$ cat src/usp_consts.svh
`ifndef USP_CONSTS_SVH
`define USP_CONSTS_SVH

// Clock
`define USP_CLK_PERIOD_NS 8

// Divisor width and sleep-enable position inside the interrupt enable register
`define USP_DIVISOR_W 16
`define USP_IER_SLEEP_BIT 4

// Modem status change bits 0-3
`define USP_MSR_CHG_W 4

// Line side idle time before the charge pump stops
`define USP_PUMP_IDLE_TIME_S 30
`define USP_PUMP_IDLE_CYCLES (64'd`USP_PUMP_IDLE_TIME_S * 64'd1000000000 / 64'd`USP_CLK_PERIOD_NS)

// Charge pump return to full operation
`define USP_PUMP_RESTART_NS 45000
`define USP_PUMP_RESTART_CYCLES \
  ((`USP_PUMP_RESTART_NS + `USP_CLK_PERIOD_NS - 1) / `USP_CLK_PERIOD_NS)

// Crystal oscillator settling after restart
`define USP_OSC_SETTLE_NS 1000
`define USP_OSC_SETTLE_CYCLES \
  ((`USP_OSC_SETTLE_NS + `USP_CLK_PERIOD_NS - 1) / `USP_CLK_PERIOD_NS)
`define USP_OSC_CNT_W 8

// Reset values
`define USP_BUS_IDLE_RST 14'h3FFF

`endif

$ cat src/usp_pkg.sv
package usp_pkg;

  typedef enum logic [1:0] {
    UART_ACTIVE,
    UART_SLEEP,
    UART_WAKING
  } usp_uart_e;

  typedef enum logic [1:0] {
    PUMP_ON,
    PUMP_OFF,
    PUMP_RESTART
  } usp_pump_e;

  // Host bus inputs as seen by the core
  typedef struct packed {
    logic [2:0] addr;
    logic [7:0] data;
    logic chipSelectN;
    logic readStrobeN;
    logic writeStrobeN;
  } usp_bus_s;

  // Line side and strap pins
  typedef struct packed {
    logic rxd;
    logic [3:0] modem;
    logic chargePumpAutosleepPin;
    logic busIsolatePin;
  } usp_line_s;

endpackage : usp_pkg

$ cat src/usp_power_ctrl.sv
`timescale 1ns/100ps
`include "usp_consts.svh"

module usp_power_ctrl #(
  parameter logic [31:0] PUMP_IDLE_CYCLES = 32'(`USP_PUMP_IDLE_CYCLES),
  parameter logic [12:0] PUMP_RESTART_CYCLES = 13'(`USP_PUMP_RESTART_CYCLES)
) (
  input wire logic clk, // 125 MHz crystal clock
  input wire logic rst_b, // Synchronous reset
  input wire usp_pkg::usp_line_s linePins, // Raw rx, modem, strap pins
  input wire usp_pkg::usp_bus_s busPins, // Raw host bus inputs
  input wire logic intPending, // Core has an interrupt pending
  input wire logic [`USP_DIVISOR_W-1:0] baudDivisor, // Divisor high and low bytes
  input wire logic [7:0] interruptEnableReg, // Interrupt enable register image
  input wire logic [`USP_MSR_CHG_W-1:0] msrChange, // Modem status bits 0-3
  input wire logic txActive, // Transmit output busy
  input wire logic thrWrite, // Byte written to transmit holding or FIFO
  input wire logic isrRead, // Interrupt source register read
  output usp_pkg::usp_bus_s coreBus_reg, // Bus inputs passed to the core
  output logic oscRun_reg, // Crystal oscillator enable
  output logic uartAsleep_reg, // UART section asleep
  output logic busIsolated_reg, // Power-save isolation active
  output logic wakeInt_reg, // Wake interrupt pending
  output logic [3:0] isrNibble_reg, // Wake nibble for interrupt source
  output logic pumpEnable_reg, // Charge pump running
  output logic driverEnable_reg, // RS-232 drivers enabled
  output logic fullSleep_reg // Oscillator and pump both stopped
);

  usp_pkg::usp_line_s lineMeta_reg;
  usp_pkg::usp_line_s lineSync_reg;
  usp_pkg::usp_bus_s busMeta_reg;
  usp_pkg::usp_bus_s busSync_reg;
  logic rxdPrev_reg;
  logic [3:0] modemPrev_reg;
  usp_pkg::usp_uart_e uartState_reg;
  usp_pkg::usp_uart_e uartState_next;
  usp_pkg::usp_pump_e pumpState_reg;
  usp_pkg::usp_pump_e pumpState_next;
  logic [`USP_OSC_CNT_W-1:0] oscCnt_reg;
  logic [12:0] pumpCnt_reg;
  logic [31:0] idleCnt_reg;
  logic psWake_reg;
  logic sleepEnable;
  logic otherIntEnabled;
  logic rxRise;
  logic modemRise;
  logic lineIdle;
  logic sleepOk;
  logic uartWake;
  logic oscSettled;
  logic wakeDone;
  logic isolateNow;
  logic pumpEvent;
  logic pumpIdle;
  logic oscRestart;

  // Every pin passes two flops; only the second stage is read
  always_ff @(posedge clk)
  begin
    if (!rst_b)
    begin
      lineMeta_reg <= '0;
      lineSync_reg <= '0;
      busMeta_reg <= usp_pkg::usp_bus_s'(`USP_BUS_IDLE_RST);
      busSync_reg <= usp_pkg::usp_bus_s'(`USP_BUS_IDLE_RST);
    end
    else
    begin
      lineMeta_reg <= linePins;
      lineSync_reg <= lineMeta_reg;
      busMeta_reg <= busPins;
      busSync_reg <= busMeta_reg;
    end
  end

  always_ff @(posedge clk)
  begin
    if (!rst_b)
    begin
      rxdPrev_reg <= 1'b0;
      modemPrev_reg <= 4'h0;
    end
    else
    begin
      rxdPrev_reg <= lineSync_reg.rxd;
      modemPrev_reg <= lineSync_reg.modem;
    end
  end

  assign sleepEnable = interruptEnableReg[`USP_IER_SLEEP_BIT];
  assign otherIntEnabled = |(interruptEnableReg & ~(8'h01 << `USP_IER_SLEEP_BIT));
  assign rxRise = lineSync_reg.rxd && !rxdPrev_reg;
  assign modemRise = |(lineSync_reg.modem & ~modemPrev_reg);
  assign lineIdle = !txActive && !lineSync_reg.rxd && (lineSync_reg.modem == 4'h0);

  // A pending wake interrupt also blocks sleep, so reading the status is required to re-sleep
  assign sleepOk = !intPending && !wakeInt_reg && (baudDivisor != 16'h0000)
    && sleepEnable && (msrChange == 4'h0) && !lineSync_reg.rxd;

  // Bus writes cannot reach the core while isolated, so only line events and a cleared sleep-enable count then
  assign uartWake = rxRise || (msrChange != 4'h0)
    || (thrWrite && !busIsolated_reg) || !sleepEnable;

  assign oscSettled = (oscCnt_reg == `USP_OSC_CNT_W'(`USP_OSC_SETTLE_CYCLES));
  assign wakeDone = (uartState_reg == usp_pkg::UART_WAKING) && oscSettled;
  assign isolateNow = (uartState_reg == usp_pkg::UART_SLEEP) && lineSync_reg.busIsolatePin;

  always_comb
  begin
    uartState_next = uartState_reg;
    unique case (uartState_reg)
      usp_pkg::UART_ACTIVE:
      begin
        if (sleepOk)
        begin
          uartState_next = usp_pkg::UART_SLEEP;
        end
      end
      usp_pkg::UART_SLEEP:
      begin
        if (uartWake)
        begin
          uartState_next = usp_pkg::UART_WAKING;
        end
      end
      usp_pkg::UART_WAKING:
      begin
        if (oscSettled)
        begin
          uartState_next = usp_pkg::UART_ACTIVE;
        end
      end
    endcase
  end

  always_ff @(posedge clk)
  begin
    if (!rst_b)
    begin
      uartState_reg <= usp_pkg::UART_ACTIVE;
    end
    else
    begin
      uartState_reg <= uartState_next;
    end
  end

  // Oscillator enable and settle count
  always_ff @(posedge clk)
  begin
    if (!rst_b)
    begin
      oscRun_reg <= 1'b1;
      uartAsleep_reg <= 1'b0;
      oscCnt_reg <= '0;
    end
    else
    begin
      oscRun_reg <= (uartState_next != usp_pkg::UART_SLEEP);
      uartAsleep_reg <= (uartState_next == usp_pkg::UART_SLEEP);
      if (uartState_reg == usp_pkg::UART_WAKING && !oscSettled)
      begin
        oscCnt_reg <= oscCnt_reg + 1'b1;
      end
      else if (uartState_reg != usp_pkg::UART_WAKING)
      begin
        oscCnt_reg <= '0;
      end
    end
  end

  // Power-save isolation; holds the last bus image with strobes idle
  always_ff @(posedge clk)
  begin
    if (!rst_b)
    begin
      busIsolated_reg <= 1'b0;
      psWake_reg <= 1'b0;
      coreBus_reg <= usp_pkg::usp_bus_s'(`USP_BUS_IDLE_RST);
    end
    else
    begin
      busIsolated_reg <= isolateNow && !uartWake;
      if (isolateNow && uartWake)
      begin
        psWake_reg <= 1'b1;
      end
      else if (uartState_reg == usp_pkg::UART_ACTIVE)
      begin
        psWake_reg <= 1'b0;
      end
      if (isolateNow && !uartWake)
      begin
        coreBus_reg.chipSelectN <= 1'b1;
        coreBus_reg.readStrobeN <= 1'b1;
        coreBus_reg.writeStrobeN <= 1'b1;
      end
      else
      begin
        coreBus_reg <= busSync_reg;
      end
    end
  end

  // Wake interrupt: a new wake wins over a simultaneous status read
  always_ff @(posedge clk)
  begin
    if (!rst_b)
    begin
      wakeInt_reg <= 1'b0;
      isrNibble_reg <= 4'h0;
    end
    else
    begin
      if (wakeDone && sleepEnable && !(psWake_reg && otherIntEnabled))
      begin
        wakeInt_reg <= 1'b1;
        isrNibble_reg <= 4'h1;
      end
      else if (isrRead)
      begin
        wakeInt_reg <= 1'b0;
        isrNibble_reg <= 4'h0;
      end
    end
  end

  // Charge pump
  assign pumpEvent = rxRise || thrWrite || modemRise;
  assign oscRestart = (uartState_reg == usp_pkg::UART_SLEEP)
    && (uartState_next != usp_pkg::UART_SLEEP);
  assign pumpIdle = (uartState_reg == usp_pkg::UART_ACTIVE) && lineIdle
    && (idleCnt_reg >= PUMP_IDLE_CYCLES);

  // Idle time saturates so a long quiet line does not wrap back to zero
  always_ff @(posedge clk)
  begin
    if (!rst_b)
    begin
      idleCnt_reg <= 32'h0;
    end
    else if (!lineIdle)
    begin
      idleCnt_reg <= 32'h0;
    end
    else if (idleCnt_reg != 32'hFFFFFFFF)
    begin
      idleCnt_reg <= idleCnt_reg + 32'h1;
    end
  end

  always_comb
  begin
    pumpState_next = pumpState_reg;
    unique case (pumpState_reg)
      usp_pkg::PUMP_ON:
      begin
        if (lineSync_reg.chargePumpAutosleepPin
          && (uartState_reg == usp_pkg::UART_SLEEP || pumpIdle))
        begin
          pumpState_next = usp_pkg::PUMP_OFF;
        end
      end
      usp_pkg::PUMP_OFF:
      begin
        if (!lineSync_reg.chargePumpAutosleepPin || oscRestart)
        begin
          pumpState_next = usp_pkg::PUMP_RESTART;
        end
        else if (pumpEvent && uartState_reg != usp_pkg::UART_SLEEP)
        begin
          pumpState_next = usp_pkg::PUMP_RESTART;
        end
      end
      usp_pkg::PUMP_RESTART:
      begin
        if (pumpCnt_reg == PUMP_RESTART_CYCLES)
        begin
          pumpState_next = usp_pkg::PUMP_ON;
        end
      end
    endcase
  end

  always_ff @(posedge clk)
  begin
    if (!rst_b)
    begin
      pumpState_reg <= usp_pkg::PUMP_ON;
      pumpCnt_reg <= 13'h0;
    end
    else
    begin
      pumpState_reg <= pumpState_next;
      if (pumpState_reg == usp_pkg::PUMP_RESTART)
      begin
        pumpCnt_reg <= pumpCnt_reg + 13'h1;
      end
      else
      begin
        pumpCnt_reg <= 13'h0;
      end
    end
  end

  // Drivers only drive at full pump level; receivers are not gated here
  always_ff @(posedge clk)
  begin
    if (!rst_b)
    begin
      pumpEnable_reg <= 1'b1;
      driverEnable_reg <= 1'b1;
      fullSleep_reg <= 1'b0;
    end
    else
    begin
      pumpEnable_reg <= (pumpState_next != usp_pkg::PUMP_OFF);
      driverEnable_reg <= (pumpState_next == usp_pkg::PUMP_ON);
      fullSleep_reg <= (pumpState_next == usp_pkg::PUMP_OFF)
        && (uartState_next == usp_pkg::UART_SLEEP);
    end
  end

endmodule : usp_power_ctrl

$ cat config.mk
export PLATFORM = sky130hd
export DESIGN_NAME = usp_power_ctrl
export DESIGN_NICKNAME = d
export VERILOG_FILES = /design/src/usp_pkg.sv /design/src/usp_power_ctrl.sv
export VERILOG_INCLUDE_DIRS = /design/src
export SDC_FILE = /design/constraint.sdc
export NUM_CORES = 1
export LEC_CHECK = 0
export BUFFER_PORTS_ARGS = -buffer_cell sky130_fd_sc_hd__buf_2
export CORE_MARGIN = 10
export CORE_UTILIZATION = 40
export CTS_BUF_LIST = sky130_fd_sc_hd__clkbuf_4 sky130_fd_sc_hd__clkbuf_8
export DETAILED_ROUTE_END_ITERATION = 16
export GPL_ROUTABILITY_DRIVEN = 0
export GPL_TIMING_DRIVEN = 1
export PLACE_DENSITY_LB_ADDON = 0.25
export SYNTH_ARGS = -nofsm -noshare
export SYNTH_HDL_FRONTEND = slang
export SYNTH_SLANG_ARGS = --single-unit
$ cat constraint.sdc
create_clock -name clk -period 2.75 [get_ports clk]
set_input_delay 0.1375 -clock clk [delete_from_list [all_inputs] [get_ports clk]]
set_output_delay 0.1375 -clock clk [all_outputs]
set_load 0.02 [all_outputs]
==> results of run 1 <==
[worst max-delay path: stages (launching register included)]
cell      delay, ns
dfxtp_1        0.40
and4_1         0.35
nand4_4        0.15
nor4_2         0.48
buf_4          0.24
nand4b_1       0.12
xnor2_1        0.14
nor2b_1        0.12
[synthesized netlist by cell type, types with 11 or more instances]
| cell type | count | area, um2 |
|---|---|---|
| nand3_1 | 25 | 125 |
| xor2_1 | 14 | 123 |
| nand2_1 | 23 | 86.3 |
| clkbuf_1 | 14 | 52.6 |
| o22a_1 | 12 | 105 |
| nand2b_1 | 32 | 200 |
| nor2_1 | 52 | 195 |
| dfxtp_1 | 126 | 2520 |
| xnor2_1 | 26 | 228 |
| ha_1 | 11 | 138 |
| nor4_1 | 13 | 81.3 |
| inv_1 | 21 | 78.8 |
| nand4_1 | 15 | 93.8 |
| and2_1 | 25 | 156 |
[path summary, 6_finish.rpt]
| kind | slack, ns | cells after the start | from | endpoint |
|---|---|---|---|---|
| worst min register to register | 0.40 | 1 | busMeta_reg[0] | busSync_reg[0] |
| worst min-delay path | 0.07 | 3 | isrRead | wakeInt_reg |
| worst max-delay path | 0.64 | 7 | idleCnt_reg[3] | idleCnt_reg[26] |
| worst max register to register | 0.64 | 7 | idleCnt_reg[3] | idleCnt_reg[26] |
[cells by family (layout without fill, tap and decap cells)]
| family | after synthesis | after routing | share of synthesized area (%) |
|---|---|---|---|
| AOI/OAI and AO/OA | 59 | 59 | 8.51 |
| other | 1 | 3 | 0.0731 |
| DFF | 126 | 126 | 49.2 |
| xor gates and xnor gates | 40 | 40 | 6.83 |
| and+or+nand+nor | 245 | 245 | 28.6 |
| muxes | 1 | 1 | 0.195 |
| buffers and inverters | 44 | 152 | 3.98 |
| adders and majority gates | 11 | 11 | 2.68 |
[power groups by stage]
stage | sequential (mW) | combinational, mW | clock [mW]
floorplan | 1.92 | 0.0643 | 0
global placement | 1.91 | 0.125 | 0
detailed placement | 1.92 | 0.128 | 0
CTS | 1.87 | 0.151 | 1.57
global route | 1.88 | 0.167 | 1.65
finish | 1.87 | 0.150 | 1.52
[routing by layer]
metal	share of wire (%)	vias up	GRT usage (%)
met3	4.2	11	3.72
met1	44	1842	15.2
li1	-	2031	-
met4	1.6	0	5.44
met5	0	-	0
met2	50	71	21.3
[area by class of cell]
type | instances | area (um2) | share of cell area, %
Clock buffer | 20 | 263 | 4.22
Clock inverter | 10 | 115 | 1.85
Multi-Input combinational cell | 359 | 2410 | 38.7
Tap cell | 172 | 215 | 3.46
Sequential cell | 126 | 2520 | 40.5
Inverter | 21 | 78.8 | 1.27
Timing Repair Buffer | 101 | 621 | 9.97
[stage by stage]
step	setup slack, ns	power (mW)
final	0.640	3.55
after global routing	0.458	3.69
after CTS	0.611	3.60
after detailed placement	0.623	2.04
after global placement	0.725	2.04
after floorplan	0.955	1.98
==> summary.md, run 1 <==
| Metric | Value |
|---|---|
| Status | complete, no violations |
| Antenna cells | 0 |
| Int Power | 2.78 mW |
| Hold_ws | 0.0693 ns |
| Max Buffers Root-to-Sink | 2 |
| Worst-path fanout max | 7 |
| Design area | 0.00623 mm2 |
| Max IR drop VDD | 0.353 mV |
| CTS root buffer | clkbuf_8 |
| H-tree depth | 4 |
| Routed WL per cell | 13.7 um |
| Via density | 4.89 |
| Clock power frac | 42.9% |
| Resized Gates After CTS | 0 |
| Max reg flops | 32 |
| Final core occ | 49.5% |
| GR Overflow Total | 0 |
| Total CTS buffers | 17 |
| Final setup violation count | 0 |
| Setup TNS | 0 ns |
| Switching Share | 21.6% |
| Core area | 0.0126 mm2 |
| Synth Warn # | 0 |
| Detailed Routing Iterations Pass 1 | 5 |
| Worst EP required | 3.06 ns |
| Nature of the critical path startpoint | flip-flop |
| First-pass GRT wire length | 18800 um |
| FF+latch count, synth | 126 |
| Lkg Pwr | 2.32 nW |
| Synthesized cell area | 0.00513 mm2 |
| Initial antenna violation count | 0 |
| # Post-CTS Setup Buffers | 0 |
| GR Util All Layers | 12.9% |
| PwrDens | 570 mW/mm2 |
| Die Y | 133 um |
| MaxCap Viol Count | 0 |
| Comb power frac | 4.2% |
| Sequential element share of the synthesized area | 49.2% |
| Tmin final | 2.11 ns |
| Placed cell area | 0.00564 mm2 |
| Clock Latency Late Sink | 0.43 ns |
| Pins Over Slew Limit | 0 |
| Synth-to-Final Area Change | 21.4% |
| Most common cell after layout, fill and taps aside | dfxtp_1 |
| Iter 0 DRT Violations | 203 |
| RSZ-0062 raised after global routing | no |
| Cells after Synth | 527 |
| Clock skew | 0.00826 ns |
| Commonest cells after routing, fill and taps aside | 126 x dfxtp_1, 76 x buf_2, 52 x nor2_1 |
| Critical path class | flip-flop to flip-flop |
| Reg power frac | 52.8% |
| Routed vias | 3955 |
| Async SR Flop Fraction | 0% |
| Post-Route WL | 11100 um |
| Final Hold Vio Count | 0 |
| Placed insts | 758 |
| Period utilisation layout | 76.7% |
| EDFF count, synth | 0 |
| Hold Path Class | input port to flip-flop |
| Worst-Margin Slew | 0.607 ns |
| Nets | 692 |
| Max Clock Freq | 474 MHz |
| Vias in the first global route | 3870 |
| CTS sink cnt | 126 |
| Post-DP HPWL | 8160 um |
| Hold-fix buffers, CTS | 21 |
| Yosys cell types | 64 |
| Fill cells | 1173 |
| Initial Util | 40.8% |
| Row count | 41 |
| Antenna-violating nets left | 0 |
| Ports | 80 |
| CTS tree | yes |
| Final cell count without fillers | 809 |
| Largest net degree at the start of global routing | 33 |
| Die Width | 133 um |
| Share of cells above drive strength 1 | 20.4% |
| CP Capture Type | flip-flop |
| DIE AREA | 0.0178 mm2 |
| Net Sw Power | 767 uW |
| Drc violations | 0 |
| # port buffers | 76 |
| Reg clk slew, reported paths | 0.07 ns |
| Relative slew slack | 59.4% |
| Syn_area_per_cell | 9.73 um2 |
| Crit path DAT | 2.42 ns |
| Top FF cell, synth | dfxtp_1 |
No activity file was read; power rests on OpenSTA's default activity.
==> run 2: changes to the inputs <==
clock period = 2.15 ns   (was 2.75 ns; I/O delays follow)
==> summary.md, run 2 (synthesis results as in run 1) <==
| Metric | Value |
|---|---|
| Status | complete, no violations |
| CP dominant cell by count | nor4_1 |
| PwrDens | 705 mW/mm2 (+24%) |
| Int Power | 3.35 mW (+20%) |
| Share of cells above drive strength 1 | 21.9% (+1.5 points) |
| Comb power frac | 4.3% (about the same) |
| Ports | 80 (unchanged) |
| # port buffers | 76 (unchanged) |
| Final worst setup slack | 0.144 ns (-0.495 ns) |
| Max incr delay on CP | 0.47 ns (about the same) |
| CTS tree | yes |
| Iter 0 DRT Violations | 204 (+0.49%) |
| First-pass GRT wire length | 18900 um (+0.40%) |
| Worst path buffer plus inverter count | 0 (-1) |
| Post-place setup slack | 0.208 ns (-0.415 ns) |
| FF-to-FF setup slack | 0.14 ns (-0.50 ns) |
| Post-DP HPWL | 8150 um (-0.13%) |
| Initial Util | 40.8% (unchanged) |
| Core area | 0.0126 mm2 (unchanged) |
| Net Sw Power | 1.09 mW (+42%) |
| Worst path slowest cell | nor4_1 |
| Worst EP required | 2.50 ns (-0.56 ns) |
| Clock skew | 0.0105 ns (+0.00228 ns) |
| MaxCap Viol Count | 0 (unchanged) |
| CTS root buffer | clkbuf_8 |
| Cell family with most CP delay | simple AND/OR/NAND/NOR gates |
| H-tree depth | 4 (unchanged) |
| Synth-to-Final Area Change | 22.5% |
| Max IR drop VDD | 0.439 mV (+24%) |
| Worst-path fanout max | 5 (-2) |
| GR Util All Layers | 12.9% (about the same) |
| Row count | 41 (unchanged) |
| Detailed Routing Iterations Pass 1 | 4 (-1) |
| CTS sink cnt | 126 (unchanged) |
| Setup TNS | 0 ns (unchanged) |
| Commonest cells after routing, fill and taps aside | 126 x dfxtp_1, 76 x buf_2, 52 x nor2_1 |
| Placed cell area | 0.00571 mm2 (+1.2%) |
| Drc violations | 0 (unchanged) |
| Die Y | 133 um (unchanged) |
| Switching Share | 24.5% (+2.9 points) |
| Tmin final | 2.01 ns (-0.105 ns) |
| Clock Latency Late Sink | 0.44 ns (about the same) |
| Period utilisation layout | 93.3% (+17 points) |
| Lkg Pwr | 2.35 nW (+1.5%) |
| Total CTS buffers | 17 (unchanged) |
| Critical Path, Cell by Cell | nor4_1 -> nand3_1 -> nor4_1 -> a21o_1 -> o21ba_2 -> nor3b_1 |
| Final core occ | 50.0% (+0.46 points) |
| DIE AREA | 0.0178 mm2 (unchanged) |
| Routed vias | 4001 (+1.2%) |
| Post-Route WL | 11200 um (+0.51%) |
| CP Capture Type | flip-flop |
| Hold_ws | 0.0334 ns (-0.0360 ns) |
| GR Overflow Total | 0 (unchanged) |
| Nature of the critical path startpoint | flip-flop |
| Largest net degree at the start of global routing | 37 (+12%) |
| Final Hold Vio Count | 0 (unchanged) |
| # Post-CTS Setup Buffers | 0 (unchanged) |
| Crit path DAT | 2.36 ns (-0.06 ns) |
| Routed WL per cell | 13.6 um (-0.84%) |
| Vias in the first global route | 3973 (+2.7%) |
| Reg clk slew, reported paths | 0.07 ns (about the same) |
| Via density | 4.88 (-0.19%) |
| Antenna cells | 0 (unchanged) |
| Max Clock Freq | 499 MHz (+5.2%) |
| Final setup violation count | 0 (unchanged) |
| Worst-Margin Slew | 0.504 ns (-0.103 ns) |
| Pins Over Slew Limit | 0 (unchanged) |
| RSZ-0062 raised after global routing | no |
| Reg power frac | 54.1% (+1.3 points) |
| Critical path class | flip-flop to flip-flop |
| Initial antenna violation count | 0 (unchanged) |
| Most common cell after layout, fill and taps aside | dfxtp_1 |
| Antenna-violating nets left | 0 (unchanged) |
| Nets | 701 (+1.3%) |
| Hold Path Class | input port to flip-flop |
| Max Buffers Root-to-Sink | 2 (unchanged) |
| Die Width | 133 um (unchanged) |
| Relative slew slack | 66.4% (+7.0 points) |
| Clock power frac | 41.6% (-1.3 points) |
| Design area | 0.00628 mm2 (+0.92%) |
| Max reg flops | 32 (unchanged) |
-- run 2: changes by cell type in the layout (fill, tap and decap cells not counted), moves of 2 or more --
cell,delta
inv_6,+4
buf_4,+9
clkinv_2,-2
bufinv_16,-2
clkinv_4,+3
-- run 2: power by group through the flow --
stage,combinational [mW],sequential (mW),clock [mW]
after global routing,0.213,2.40,2.01
after CTS,0.193,2.40,1.90
final,0.192,2.40,1.84
after floorplan,0.0822,2.46,0
after global placement,0.160,2.45,0
after detailed placement,0.163,2.45,0
-- run 2: path summary, 6_finish.rpt --
kind,startpoint,to,cells past startpoint
max reg2reg,lineSync_reg[6],fullSleep_reg,6
min,isrRead,wakeInt_reg,3
min reg2reg,busMeta_reg[9],busSync_reg[9],1
max,lineSync_reg[6],fullSleep_reg,6
-- run 2: metal layers --
layer / track usage, % / part of all wire (%) / routed length, um
met2: 20.6 / 49 / 5450
met4: 5.86 / 2.1 / 239
met3: 4.44 / 4.5 / 500
met1: 15.2 / 45 / 4980
met5: 0 / 0 / 0
-- run 2: stage by stage --
step	total power, mW	cells
final	4.43	820
after floorplan	2.54	529
after global routing	4.63	820
after CTS	4.49	820
after global placement	2.61	767
after detailed placement	2.61	767
-- run 2: timing repair --
item                                    CTS  global route
hold endpoints to repair                 21             0
gates resized for setup                   0             1
hold buffers                             21             0
endpoints found under the setup margin    0             1
-- run 2: final cells by class --
class / count / area [um2]
timing repair buffer: 110 / 688
clock inverter: 13 / 106
tap: 172 / 215
sequential: 126 / 2520
clock buffer: 19 / 255
multi-input combinational: 359 / 2420
inverter: 21 / 78.8
fill: 1149 / 6280
-- run 2: worst reg2reg max path: cells and delay by family (launching register included) --
family / cells / cell delay [ns]
simple gates: 4 / 1.14
flops: 1 / 0.37
compound gates: 2 / 0.41
